[src/hw/sdtx_pkg.sv]
package sdtx_pkg;

  // register indices; byte address on the bus is four times the index
  localparam logic [7:0] IDX_DRIVE    = 8'h20;
  localparam logic [7:0] IDX_LINKTEST = 8'h22;
  localparam logic [7:0] IDX_ERRCNT   = 8'h2e;
  localparam logic [7:0] IDX_FORCE1   = 8'h3c;
  localparam logic [7:0] IDX_BLKSEL   = 8'h3e;

  // block numbers behind the shared index
  localparam logic [3:0] BLK_CTRL1 = 4'h0;
  localparam logic [3:0] BLK_DRIVE = 4'h1;

  // field positions
  localparam int CTL1_OVR_BIT   = 12;
  localparam int CTL1_FIBER_BIT = 0;
  localparam int DRV_AMP_LSB    = 12;
  localparam int DRV_RSV_LSB    = 9;
  localparam int DRV_EMPH_LSB   = 6;
  localparam int LT_CLR_BIT     = 14;
  localparam int LT_IDLE_BIT    = 13;
  localparam int LT_FORCE_BIT   = 5;
  localparam int ERR_BER_LSB    = 8;
  localparam int AMP_MODE_BIT   = 2;

  // reset values
  localparam logic [3:0] DRV_AMP_RST     = 4'hc;
  localparam logic [2:0] DRV_RSV_MID     = 3'h4;
  localparam logic [2:0] DRV_EMPH_RST    = 3'h0;
  localparam logic [5:0] DRV_RSV_LOW_RST = 6'h20;
  localparam logic [9:0] FORCE1_RST      = 10'h289;
  localparam logic [3:0] BLK_SEL_RST     = 4'h0;

  // idle test pattern
  typedef logic [9:0] sdtx_code_t;
  localparam int         IDLE_STAGES      = 16;
  localparam logic [3:0] IDLE_FORCE_STAGE = 4'h6;
  localparam sdtx_code_t IDLE_SEQ [IDLE_STAGES] = '{
    10'h17c, 10'h289, 10'h283, 10'h289, 10'h17c, 10'h289, 10'h289, 10'h289,
    10'h17c, 10'h289, 10'h283, 10'h289, 10'h17c, 10'h289, 10'h283, 10'h289
  };

endpackage

[src/hw/sdtx_pat_if.sv]
interface sdtx_pat_if;
  logic       enable;
  logic [9:0] force_code;
  logic [9:0] code;
  logic       active;
  modport gen (input enable, input force_code, output code, output active);
  modport ctl (output enable, output force_code, input code, input active);
endinterface

[src/hw/sdtx_idle_gen.sv]
module sdtx_idle_gen
  import sdtx_pkg::*;
(
  input wire logic i_clk,   // core clock
  input wire logic i_reset, // sync reset, high
  input wire logic i_ce,    // clock enable
  sdtx_pat_if.gen  pat      // pattern control and output
);
  import sdtx_pkg::*;

  typedef struct packed {
    logic [3:0] stage;
    logic [9:0] code;
    logic       active;
  } sdtx_gen_st_t;

  sdtx_gen_st_t q, d;

  always_comb begin
    d = '0;
    if (pat.enable) begin
      d.active = 1'b1;
      // runs independent of link state; nothing here looks at the link
      d.code   = (q.stage == IDLE_FORCE_STAGE) ? pat.force_code : IDLE_SEQ[q.stage];
      d.stage  = q.stage + 4'h1;
    end
  end

  always_ff @(posedge i_clk) begin
    if (i_reset) begin
      q <= '0;
    end else if (i_ce) begin
      q <= d;
    end
  end

  assign pat.code   = q.code;
  assign pat.active = q.active;
endmodule

[src/hw/sdtx_regs.sv]
// Behaviour
// - index 20h decodes to control-1 or drive register by the block-select register
// - with amplitude override set, drive bits 15:12 pick one of 16 amplitude steps
// - without override, amplitude bit 14 follows media mode; only 15,13,12 writable
// - writing 1 to link-test bit 14 restarts error counter bits 15:8 from zero, counting a bit error in that same cycle
// - link-test bit 13 starts the idle test pattern; clearing it stops it
// - idle pattern is 16 stages of 10-bit codes, sent regardless of link
// - force register bits 9:0 replace the stage-6 code group
// - link-test bit 5 lets packets go out with link down or unsynced
// - control-1 bit 0 chooses serial (0) or fiber (1); amplitude bit 14 follows it only without override
module sdtx_regs
  import sdtx_pkg::*;
#(
  parameter int ADR_W = 10
) (
  input  wire logic             i_clk,               // core clock
  input  wire logic             i_reset,             // sync reset, high
  input  wire logic             i_ce,                // clock enable, freezes state when low
  input  wire logic             i_wb_cyc,            // wishbone cycle
  input  wire logic             i_wb_stb,            // wishbone strobe
  input  wire logic             i_wb_we,             // wishbone write
  input  wire logic [ADR_W-1:0] i_wb_adr,            // wishbone byte address
  input  wire logic [3:0]       i_wb_sel,            // wishbone byte selects
  input  wire logic [31:0]      i_wb_dat,            // wishbone write data
  output logic      [31:0]      o_wb_dat,            // wishbone read data
  output logic                  o_wb_ack,            // wishbone ack
  input  wire logic             i_link_up,           // link established
  input  wire logic             i_sync_ok,           // receive sync achieved
  input  wire logic             i_ber_event,         // one bit-error event
  input  wire logic             i_crc_event,         // one crc-error event
  output logic      [3:0]       o_tx_amplitude,      // effective drive amplitude code
  output logic      [2:0]       o_emphasis_strength, // pre-emphasis code
  output logic                  o_fiber_mode,        // 1 fiber, 0 serial gigabit
  output logic                  o_tx_allowed,        // packet transmit gate
  output logic                  o_idle_test_active,  // idle pattern on the line
  output logic      [9:0]       o_idle_code,         // idle pattern code group
  output logic      [15:0]      o_error_count        // ber 15:8, crc 7:0
);
  import sdtx_pkg::*;

  typedef struct packed {
    logic        ack;
    logic [15:0] dat;
    logic        amp_ovr;
    logic        fiber;
    logic [3:0]  amp;
    logic [2:0]  emph;
    logic [5:0]  rsv_low;
    logic        clear_error_tally;
    logic        idle_test_pattern_enable;
    logic        force_send_ignore_link;
    logic [9:0]  force_code;
    logic [3:0]  blk_sel;
    logic [15:0] err;
  } sdtx_st_t;

  sdtx_st_t q, d;

  sdtx_pat_if pat ();

  function automatic logic hit(input logic [ADR_W-1:0] adr, input logic [7:0] idx);
    hit = (adr == ADR_W'({idx, 2'b00}));
  endfunction

  function automatic logic [15:0] merge(input logic [15:0] old, input logic [15:0] wv, input logic [1:0] sel);
    merge = {sel[1] ? wv[15:8] : old[15:8], sel[0] ? wv[7:0] : old[7:0]};
  endfunction

  function automatic logic [7:0] tally(input logic [7:0] cur, input logic clr, input logic ev);
    logic [7:0] base;
    base = clr ? 8'h00 : cur;
    // an event in the clearing cycle is counted, never lost
    tally = (ev && base != 8'hff) ? base + 8'h01 : base;
  endfunction

  logic [3:0]  amp_eff;
  logic        req_new;
  logic        wr_now;
  logic [15:0] rd;
  logic [15:0] wv;

  // without override, the mode bit of the amplitude is tied to the media mode
  assign amp_eff = q.amp_ovr ? q.amp : {q.amp[3], q.fiber, q.amp[1:0]};
  assign req_new = i_wb_cyc && i_wb_stb && !q.ack;
  // writes land on the edge the master samples ack
  assign wr_now  = i_wb_cyc && i_wb_stb && i_wb_we && q.ack;

  always_comb begin
    rd = 16'h0000;
    if (hit(i_wb_adr, IDX_DRIVE)) begin
      unique case (q.blk_sel)
        BLK_CTRL1: begin
          rd[CTL1_OVR_BIT]   = q.amp_ovr;
          rd[CTL1_FIBER_BIT] = q.fiber;
        end
        BLK_DRIVE: rd = {amp_eff, DRV_RSV_MID, q.emph, q.rsv_low};
        default:   rd = 16'h0000;
      endcase
    end else if (hit(i_wb_adr, IDX_LINKTEST)) begin
      // reserved bits read zero; software must not rely on them
      // the clear acts on the write edge itself, so the bit never reads back set
      rd[LT_CLR_BIT]   = 1'b0;
      rd[LT_IDLE_BIT]  = q.idle_test_pattern_enable;
      rd[LT_FORCE_BIT] = q.force_send_ignore_link;
    end else if (hit(i_wb_adr, IDX_ERRCNT)) begin
      rd = q.err;
    end else if (hit(i_wb_adr, IDX_FORCE1)) begin
      rd = {6'h00, q.force_code};
    end else if (hit(i_wb_adr, IDX_BLKSEL)) begin
      rd = {12'h000, q.blk_sel};
    end
  end

  assign wv = merge(rd, i_wb_dat[15:0], i_wb_sel[1:0]);

  always_comb begin
    d                   = q;
    d.clear_error_tally = 1'b0;
    d.ack               = req_new;
    if (req_new) begin
      d.dat = rd;
    end
    if (wr_now) begin
      if (hit(i_wb_adr, IDX_DRIVE) && q.blk_sel == BLK_CTRL1) begin
        d.amp_ovr = wv[CTL1_OVR_BIT];
        d.fiber   = wv[CTL1_FIBER_BIT];
      end else if (hit(i_wb_adr, IDX_DRIVE) && q.blk_sel == BLK_DRIVE) begin
        d.amp[3] = wv[DRV_AMP_LSB+3];
        d.amp[1] = wv[DRV_AMP_LSB+1];
        d.amp[0] = wv[DRV_AMP_LSB];
        if (q.amp_ovr) begin
          d.amp[2] = wv[DRV_AMP_LSB+2];
        end
        d.emph    = wv[DRV_EMPH_LSB+2:DRV_EMPH_LSB];
        d.rsv_low = wv[5:0];
      end else if (hit(i_wb_adr, IDX_LINKTEST)) begin
        d.clear_error_tally        = wv[LT_CLR_BIT] && i_wb_sel[1];
        d.idle_test_pattern_enable = wv[LT_IDLE_BIT];
        d.force_send_ignore_link   = wv[LT_FORCE_BIT];
      end else if (hit(i_wb_adr, IDX_FORCE1)) begin
        d.force_code = wv[9:0];
      end else if (hit(i_wb_adr, IDX_BLKSEL)) begin
        d.blk_sel = wv[3:0];
      end
    end
    d.err[15:ERR_BER_LSB] = tally(q.err[15:ERR_BER_LSB], d.clear_error_tally, i_ber_event);
    d.err[ERR_BER_LSB-1:0] = tally(q.err[ERR_BER_LSB-1:0], 1'b0, i_crc_event);
  end

  always_ff @(posedge i_clk) begin
    if (i_reset) begin
      q            <= '0;
      q.amp        <= DRV_AMP_RST;
      q.emph       <= DRV_EMPH_RST;
      q.rsv_low    <= DRV_RSV_LOW_RST;
      q.force_code <= FORCE1_RST;
      q.blk_sel    <= BLK_SEL_RST;
    end else if (i_ce) begin
      q <= d;
    end
  end

  assign pat.enable     = q.idle_test_pattern_enable;
  assign pat.force_code = q.force_code;

  sdtx_idle_gen u_idle (
    .i_clk   (i_clk),
    .i_reset (i_reset),
    .i_ce    (i_ce),
    .pat     (pat.gen)
  );

  assign o_wb_ack            = q.ack;
  assign o_wb_dat            = {16'h0000, q.dat};
  assign o_tx_amplitude      = amp_eff;
  assign o_emphasis_strength = q.emph;
  assign o_fiber_mode        = q.fiber;
  assign o_tx_allowed        = (i_link_up && i_sync_ok) || q.force_send_ignore_link;
  assign o_idle_test_active  = pat.active;
  assign o_idle_code         = pat.code;
  assign o_error_count       = q.err;

  // assertion helpers
  logic wr_drive;
  logic wr_lt;
  assign wr_drive = i_ce && wr_now && hit(i_wb_adr, IDX_DRIVE) && q.blk_sel == BLK_DRIVE && i_wb_sel[1:0] == 2'b11;
  assign wr_lt    = i_ce && wr_now && hit(i_wb_adr, IDX_LINKTEST) && i_wb_sel[1:0] == 2'b11;

  // helpers for the bus-side checks below
  logic rd_taken;
  logic rd_lt;
  logic rd_force;
  logic wr_any;
  logic wr_ctrl1;
  logic wr_force;
  logic wr_blksel;
  logic drive_unmapped;
  assign rd_taken       = i_ce && req_new && !i_wb_we;
  assign rd_lt          = rd_taken && hit(i_wb_adr, IDX_LINKTEST);
  assign rd_force       = rd_taken && hit(i_wb_adr, IDX_FORCE1);
  assign wr_any         = i_ce && wr_now;
  assign wr_ctrl1       = wr_any && hit(i_wb_adr, IDX_DRIVE) && q.blk_sel == BLK_CTRL1 && i_wb_sel[0];
  assign wr_force       = wr_any && hit(i_wb_adr, IDX_FORCE1) && i_wb_sel[1:0] == 2'b11;
  assign wr_blksel      = wr_any && hit(i_wb_adr, IDX_BLKSEL) && i_wb_sel[0];
  // the shared index decodes to nothing under any other block number
  assign drive_unmapped = hit(i_wb_adr, IDX_DRIVE) && q.blk_sel != BLK_CTRL1 && q.blk_sel != BLK_DRIVE;
endmodule

[config.mk]
export PLATFORM = sky130hd
export DESIGN_NAME = sdtx_regs
export DESIGN_NICKNAME = d
export VERILOG_FILES = /design/src/hw/sdtx_pkg.sv /design/src/hw/sdtx_pat_if.sv /design/src/hw/sdtx_idle_gen.sv /design/src/hw/sdtx_regs.sv
export SDC_FILE = /design/constraint.sdc
export NUM_CORES = 1
export LEC_CHECK = 0
export ABC_CLOCK_PERIOD_IN_PS = 4400
export BUFFER_PORTS_ARGS = -buffer_cell sky130_fd_sc_hd__clkbuf_2
export CORE_MARGIN = 3
export CORE_UTILIZATION = 50
export CTS_CLUSTER_DIAMETER = 50
export DETAILED_ROUTE_END_ITERATION = 10
export PLACE_DENSITY = 0.77
export SLEW_MARGIN = 20
export SYNTH_ARGS = -nofsm -noshare
export SYNTH_HDL_FRONTEND = slang
export SYNTH_SLANG_ARGS = --single-unit
export TNS_END_PERCENT = 30
[constraint.sdc]
create_clock -name i_clk -period 4.4 [get_ports i_clk]
set_input_delay 0.22 -clock i_clk [delete_from_list [all_inputs] [get_ports i_clk]]
set_output_delay 0.22 -clock i_clk [all_outputs]
set_load 0.01 [all_outputs]
==> impl_metrics.toml <==
[global_routing]
grt_max_degree = 75
first_global_vias = 3873
antenna_found_initial = 0
grt_pass1_wl_mm = 19.0
overflow = 0
track_usage = 0.231

[worst_setup_path]
crit_top_cell = "and4_1"
rr_endpoint = "o_error_count[8]$_SDFFE_PP0P_"
path_class = "register to register"
crit_path_end_kind = "register"
worst-path-max-fanout = 9
crit_arrival_ns = 2.76
cpLargestDelayFamily = "simple AND/OR/NAND/NOR gates"
path_cells = "and4_1 -> nand4_2 -> and2_1 -> ha_1 -> and4_1 -> nand2_1 -> nor2_1 -> a221oi_1 -> a21oi_1"
required_ns = 4.61
cp_slowest_cell = "dfxtp_1"
reg2reg_from = "o_wb_ack$_SDFFE_PP0P_"
r2r_slack_ns = 1.85
startpoint = "o_wb_ack$_SDFFE_PP0P_"
cp_num_buf_inv = 0
cp-start-kind = "register"
max_stage_delay_ns = 0.44
reg2regPathDepth = 9

[sta]
timing_hold_violations_final = 0
period_minus_slack_ns = 2.55
fin_skew_ns = 0.00737
min_period_over_period = 0.579
max_freq_mhz = 393
report.final.setup_viol = 0
maxSlewViolCount = 0
grt_setup_unrepaired = "false"
tightest_slew_ns = 0.809
max-slew-margin-rel = 0.460
tns_ns = 0

[yosys]
async_reset_ff_frac = 0
synth.mux.area_fraction = 0.0258
yosys.area_share.simple = 0.233
synth-edff-count = 0
avgSynthCellArea_um2 = 8.21
synthXorXnorAreaFrac = 0.00951
syn_area_um2 = 4600
netlist_instances = 561
synth_seq_area_share = 0.344
ys.flop_type = "dfxtp_1"
synth_compound_area_frac = 0.215
synthDistinctLibCells = 61
synth_top_family_by_area = "simple AND/OR/NAND/NOR gates"
synth_warnings = 0
synthAdderAreaFrac = 0.0163
synth_seq_cells = 79

[detailed_routing]
wire_per_inst_um = 17.2
drt_wl_total_mm = 11.9
route.detailed.drc = 0
viasPerCell = 5.96
vias = 4115
drt_pass1_iterations = 7
ant_nets = 0
drt_iter0_markers = 378

[pwr]
leakage_nw = 1.85
power_density_nw_per_um2 = 303
irDropWorstVdd_uv = 144
finalPower_mw = 1.46

[floorplanning]
rows = 34
start_util = 0.520
fp.dieW_um = 102
pin_count = 125
die_y_um = 102
core_um2 = 8850
fp.dieArea_um2 = 10400

[clock_tree]
cts_root_buf = "clkbuf_8"
ctsHoldBuffers = 0
cts.clk_slew.worst_paths_ns = 0.08
cts_made_buffers = 9
cts_tree = "yes"
cts_resized = 0
postCtsSetupBuffers = 0
cts_buffer_depth = 2
clkLatencyLatePin_ns = 0.36
cts_sinks = 79
cts_max_level = 3

[cells_and_area]
final_cell_mix = "clkbuf_2 (88), dfxtp_1 (79), nand2_1 (55)"
fin_nets = 641
antenna_cells = 0
fin_cells = 691
area_growth_syn_to_layout_pct = 4.46
fillers = 835
fin_area_um2 = 4810
final_layout_size_suffix_gt1_frac = 0.228
final_common_cell = "clkbuf_2"
post-route-util = 0.543

[place]
dp_hpwl_mm = 8.58
port_buffers = 88
placed_cells = 676
place.gp.congestion = 0.939
placed_area_um2 = 4600

[run_status]
outcome = "finished clean"

[hold_path]
min_path_cells = 3
hold_class = "primary input to register"
holdPathEnd = "q[38]$_SDFFE_PP1P_"
min_from = "i_wb_dat[5]"

[run]
drv_cap = 0
-- cells in the mapped netlist, drive strengths merged, types with 3 or more instances --
library cell  count  area, um2
buf              82        598
dfxtp            79       1580
nand2            55        206
nor2             45        169
a21oi            42        214
o21ai            34        170
nand3            32        173
a211oi           19        148
clkbuf           17       63.8
nor3             17       95.1
inv              14       52.6
a22oi            13       97.6
nand4             8       56.3
mux2              7       78.8
nor2b             7       43.8
o41ai             7        114
or3               7       43.8
and3              6       37.5
ha                6       75.1
and2              5       33.8
and4              5       46.3
nand2b            5       31.3
mux2i             4       40.0
o221ai            4       41.3
o22ai             4       25.0
xnor2             4       35.0
a221oi            3       32.5
a41oi             3       26.3
o32ai             3       26.3
-- through the flow --
step,setup WS (ns),hold slack [ns]
after floorplan,2.18,0.392
after global routing,1.74,0.166
after global placement,1.62,0.439
after detailed placement,1.55,0.449
after CTS,1.89,0.149
final,1.85,0.156
-- cell families (layout without fill, tap and decap cells) --
logic type	Yosys count	in the layout
compound gates	143	143
xor+xnor	5	5
fa+ha+maj	6	6
buf+inv	113	120
flops	79	79
mux	11	11
other cells	1	16
simple gates	203	203
-- cell type report --
| type | instances | area (um2) | share of cell area |
|---|---|---|---|
| Timing Repair Buffer | 91 | 463 | 0.0963 |
| Sequential cell | 79 | 1580 | 0.329 |
| Tap cell | 108 | 135 | 0.0281 |
| Multi-Input combinational cell | 384 | 2360 | 0.492 |
| Clock inverter | 3 | 67.6 | 0.0141 |
| Inverter | 14 | 52.6 | 0.0109 |
| Clock buffer | 12 | 145 | 0.0302 |
-- flip-flops by register name (all words and copies together), names as in the netlist --
register             cells
pat.enable               1
o_wb_dat                16
u_idle.pat.code         10
q                       16
o_emphasis_strength      3
u_idle.pat.active        1
u_idle.q                 4
o_wb_ack                 1
o_fiber_mode             1
pat.force_code          10
o_error_count           16
-- power by group --
part / total [mW] / internal [mW] / switching (mW)
Clock: 0.596 / 0.333 / 0.264
Sequential: 0.731 / 0.722 / 0.00838
Combinational: 0.128 / 0.0417 / 0.0865
-- per-layer routing --
metal	global-route usage	vias to the layer above	wire [um]
li1	-	1970	-
met1	0.300	1940	5060
met2	0.379	177	5780
met3	0.0498	28	754
met4	0.0888	0	305
met5	0	-	0
-- worst min-delay path: stages --
cell	delay (ns)
clkbuf_2	0.09
inv_1	0.06
o311ai_1	0.10
-- how the worst max path moves through the flow --
stage / endpoint / slack (ns) / cells past startpoint
after floorplan: o_error_count[8]$_SDFFE_PP0P_ / 2.18 / 11
after global placement: o_error_count[8]$_SDFFE_PP0P_ / 1.62 / 10
after detailed placement: o_error_count[8]$_SDFFE_PP0P_ / 1.55 / 10
after CTS: o_error_count[8]$_SDFFE_PP0P_ / 1.89 / 9
after global routing: o_error_count[8]$_SDFFE_PP0P_ / 1.74 / 9
final: o_error_count[8]$_SDFFE_PP0P_ / 1.85 / 9
No activity file was read; power rests on OpenSTA's default activity.
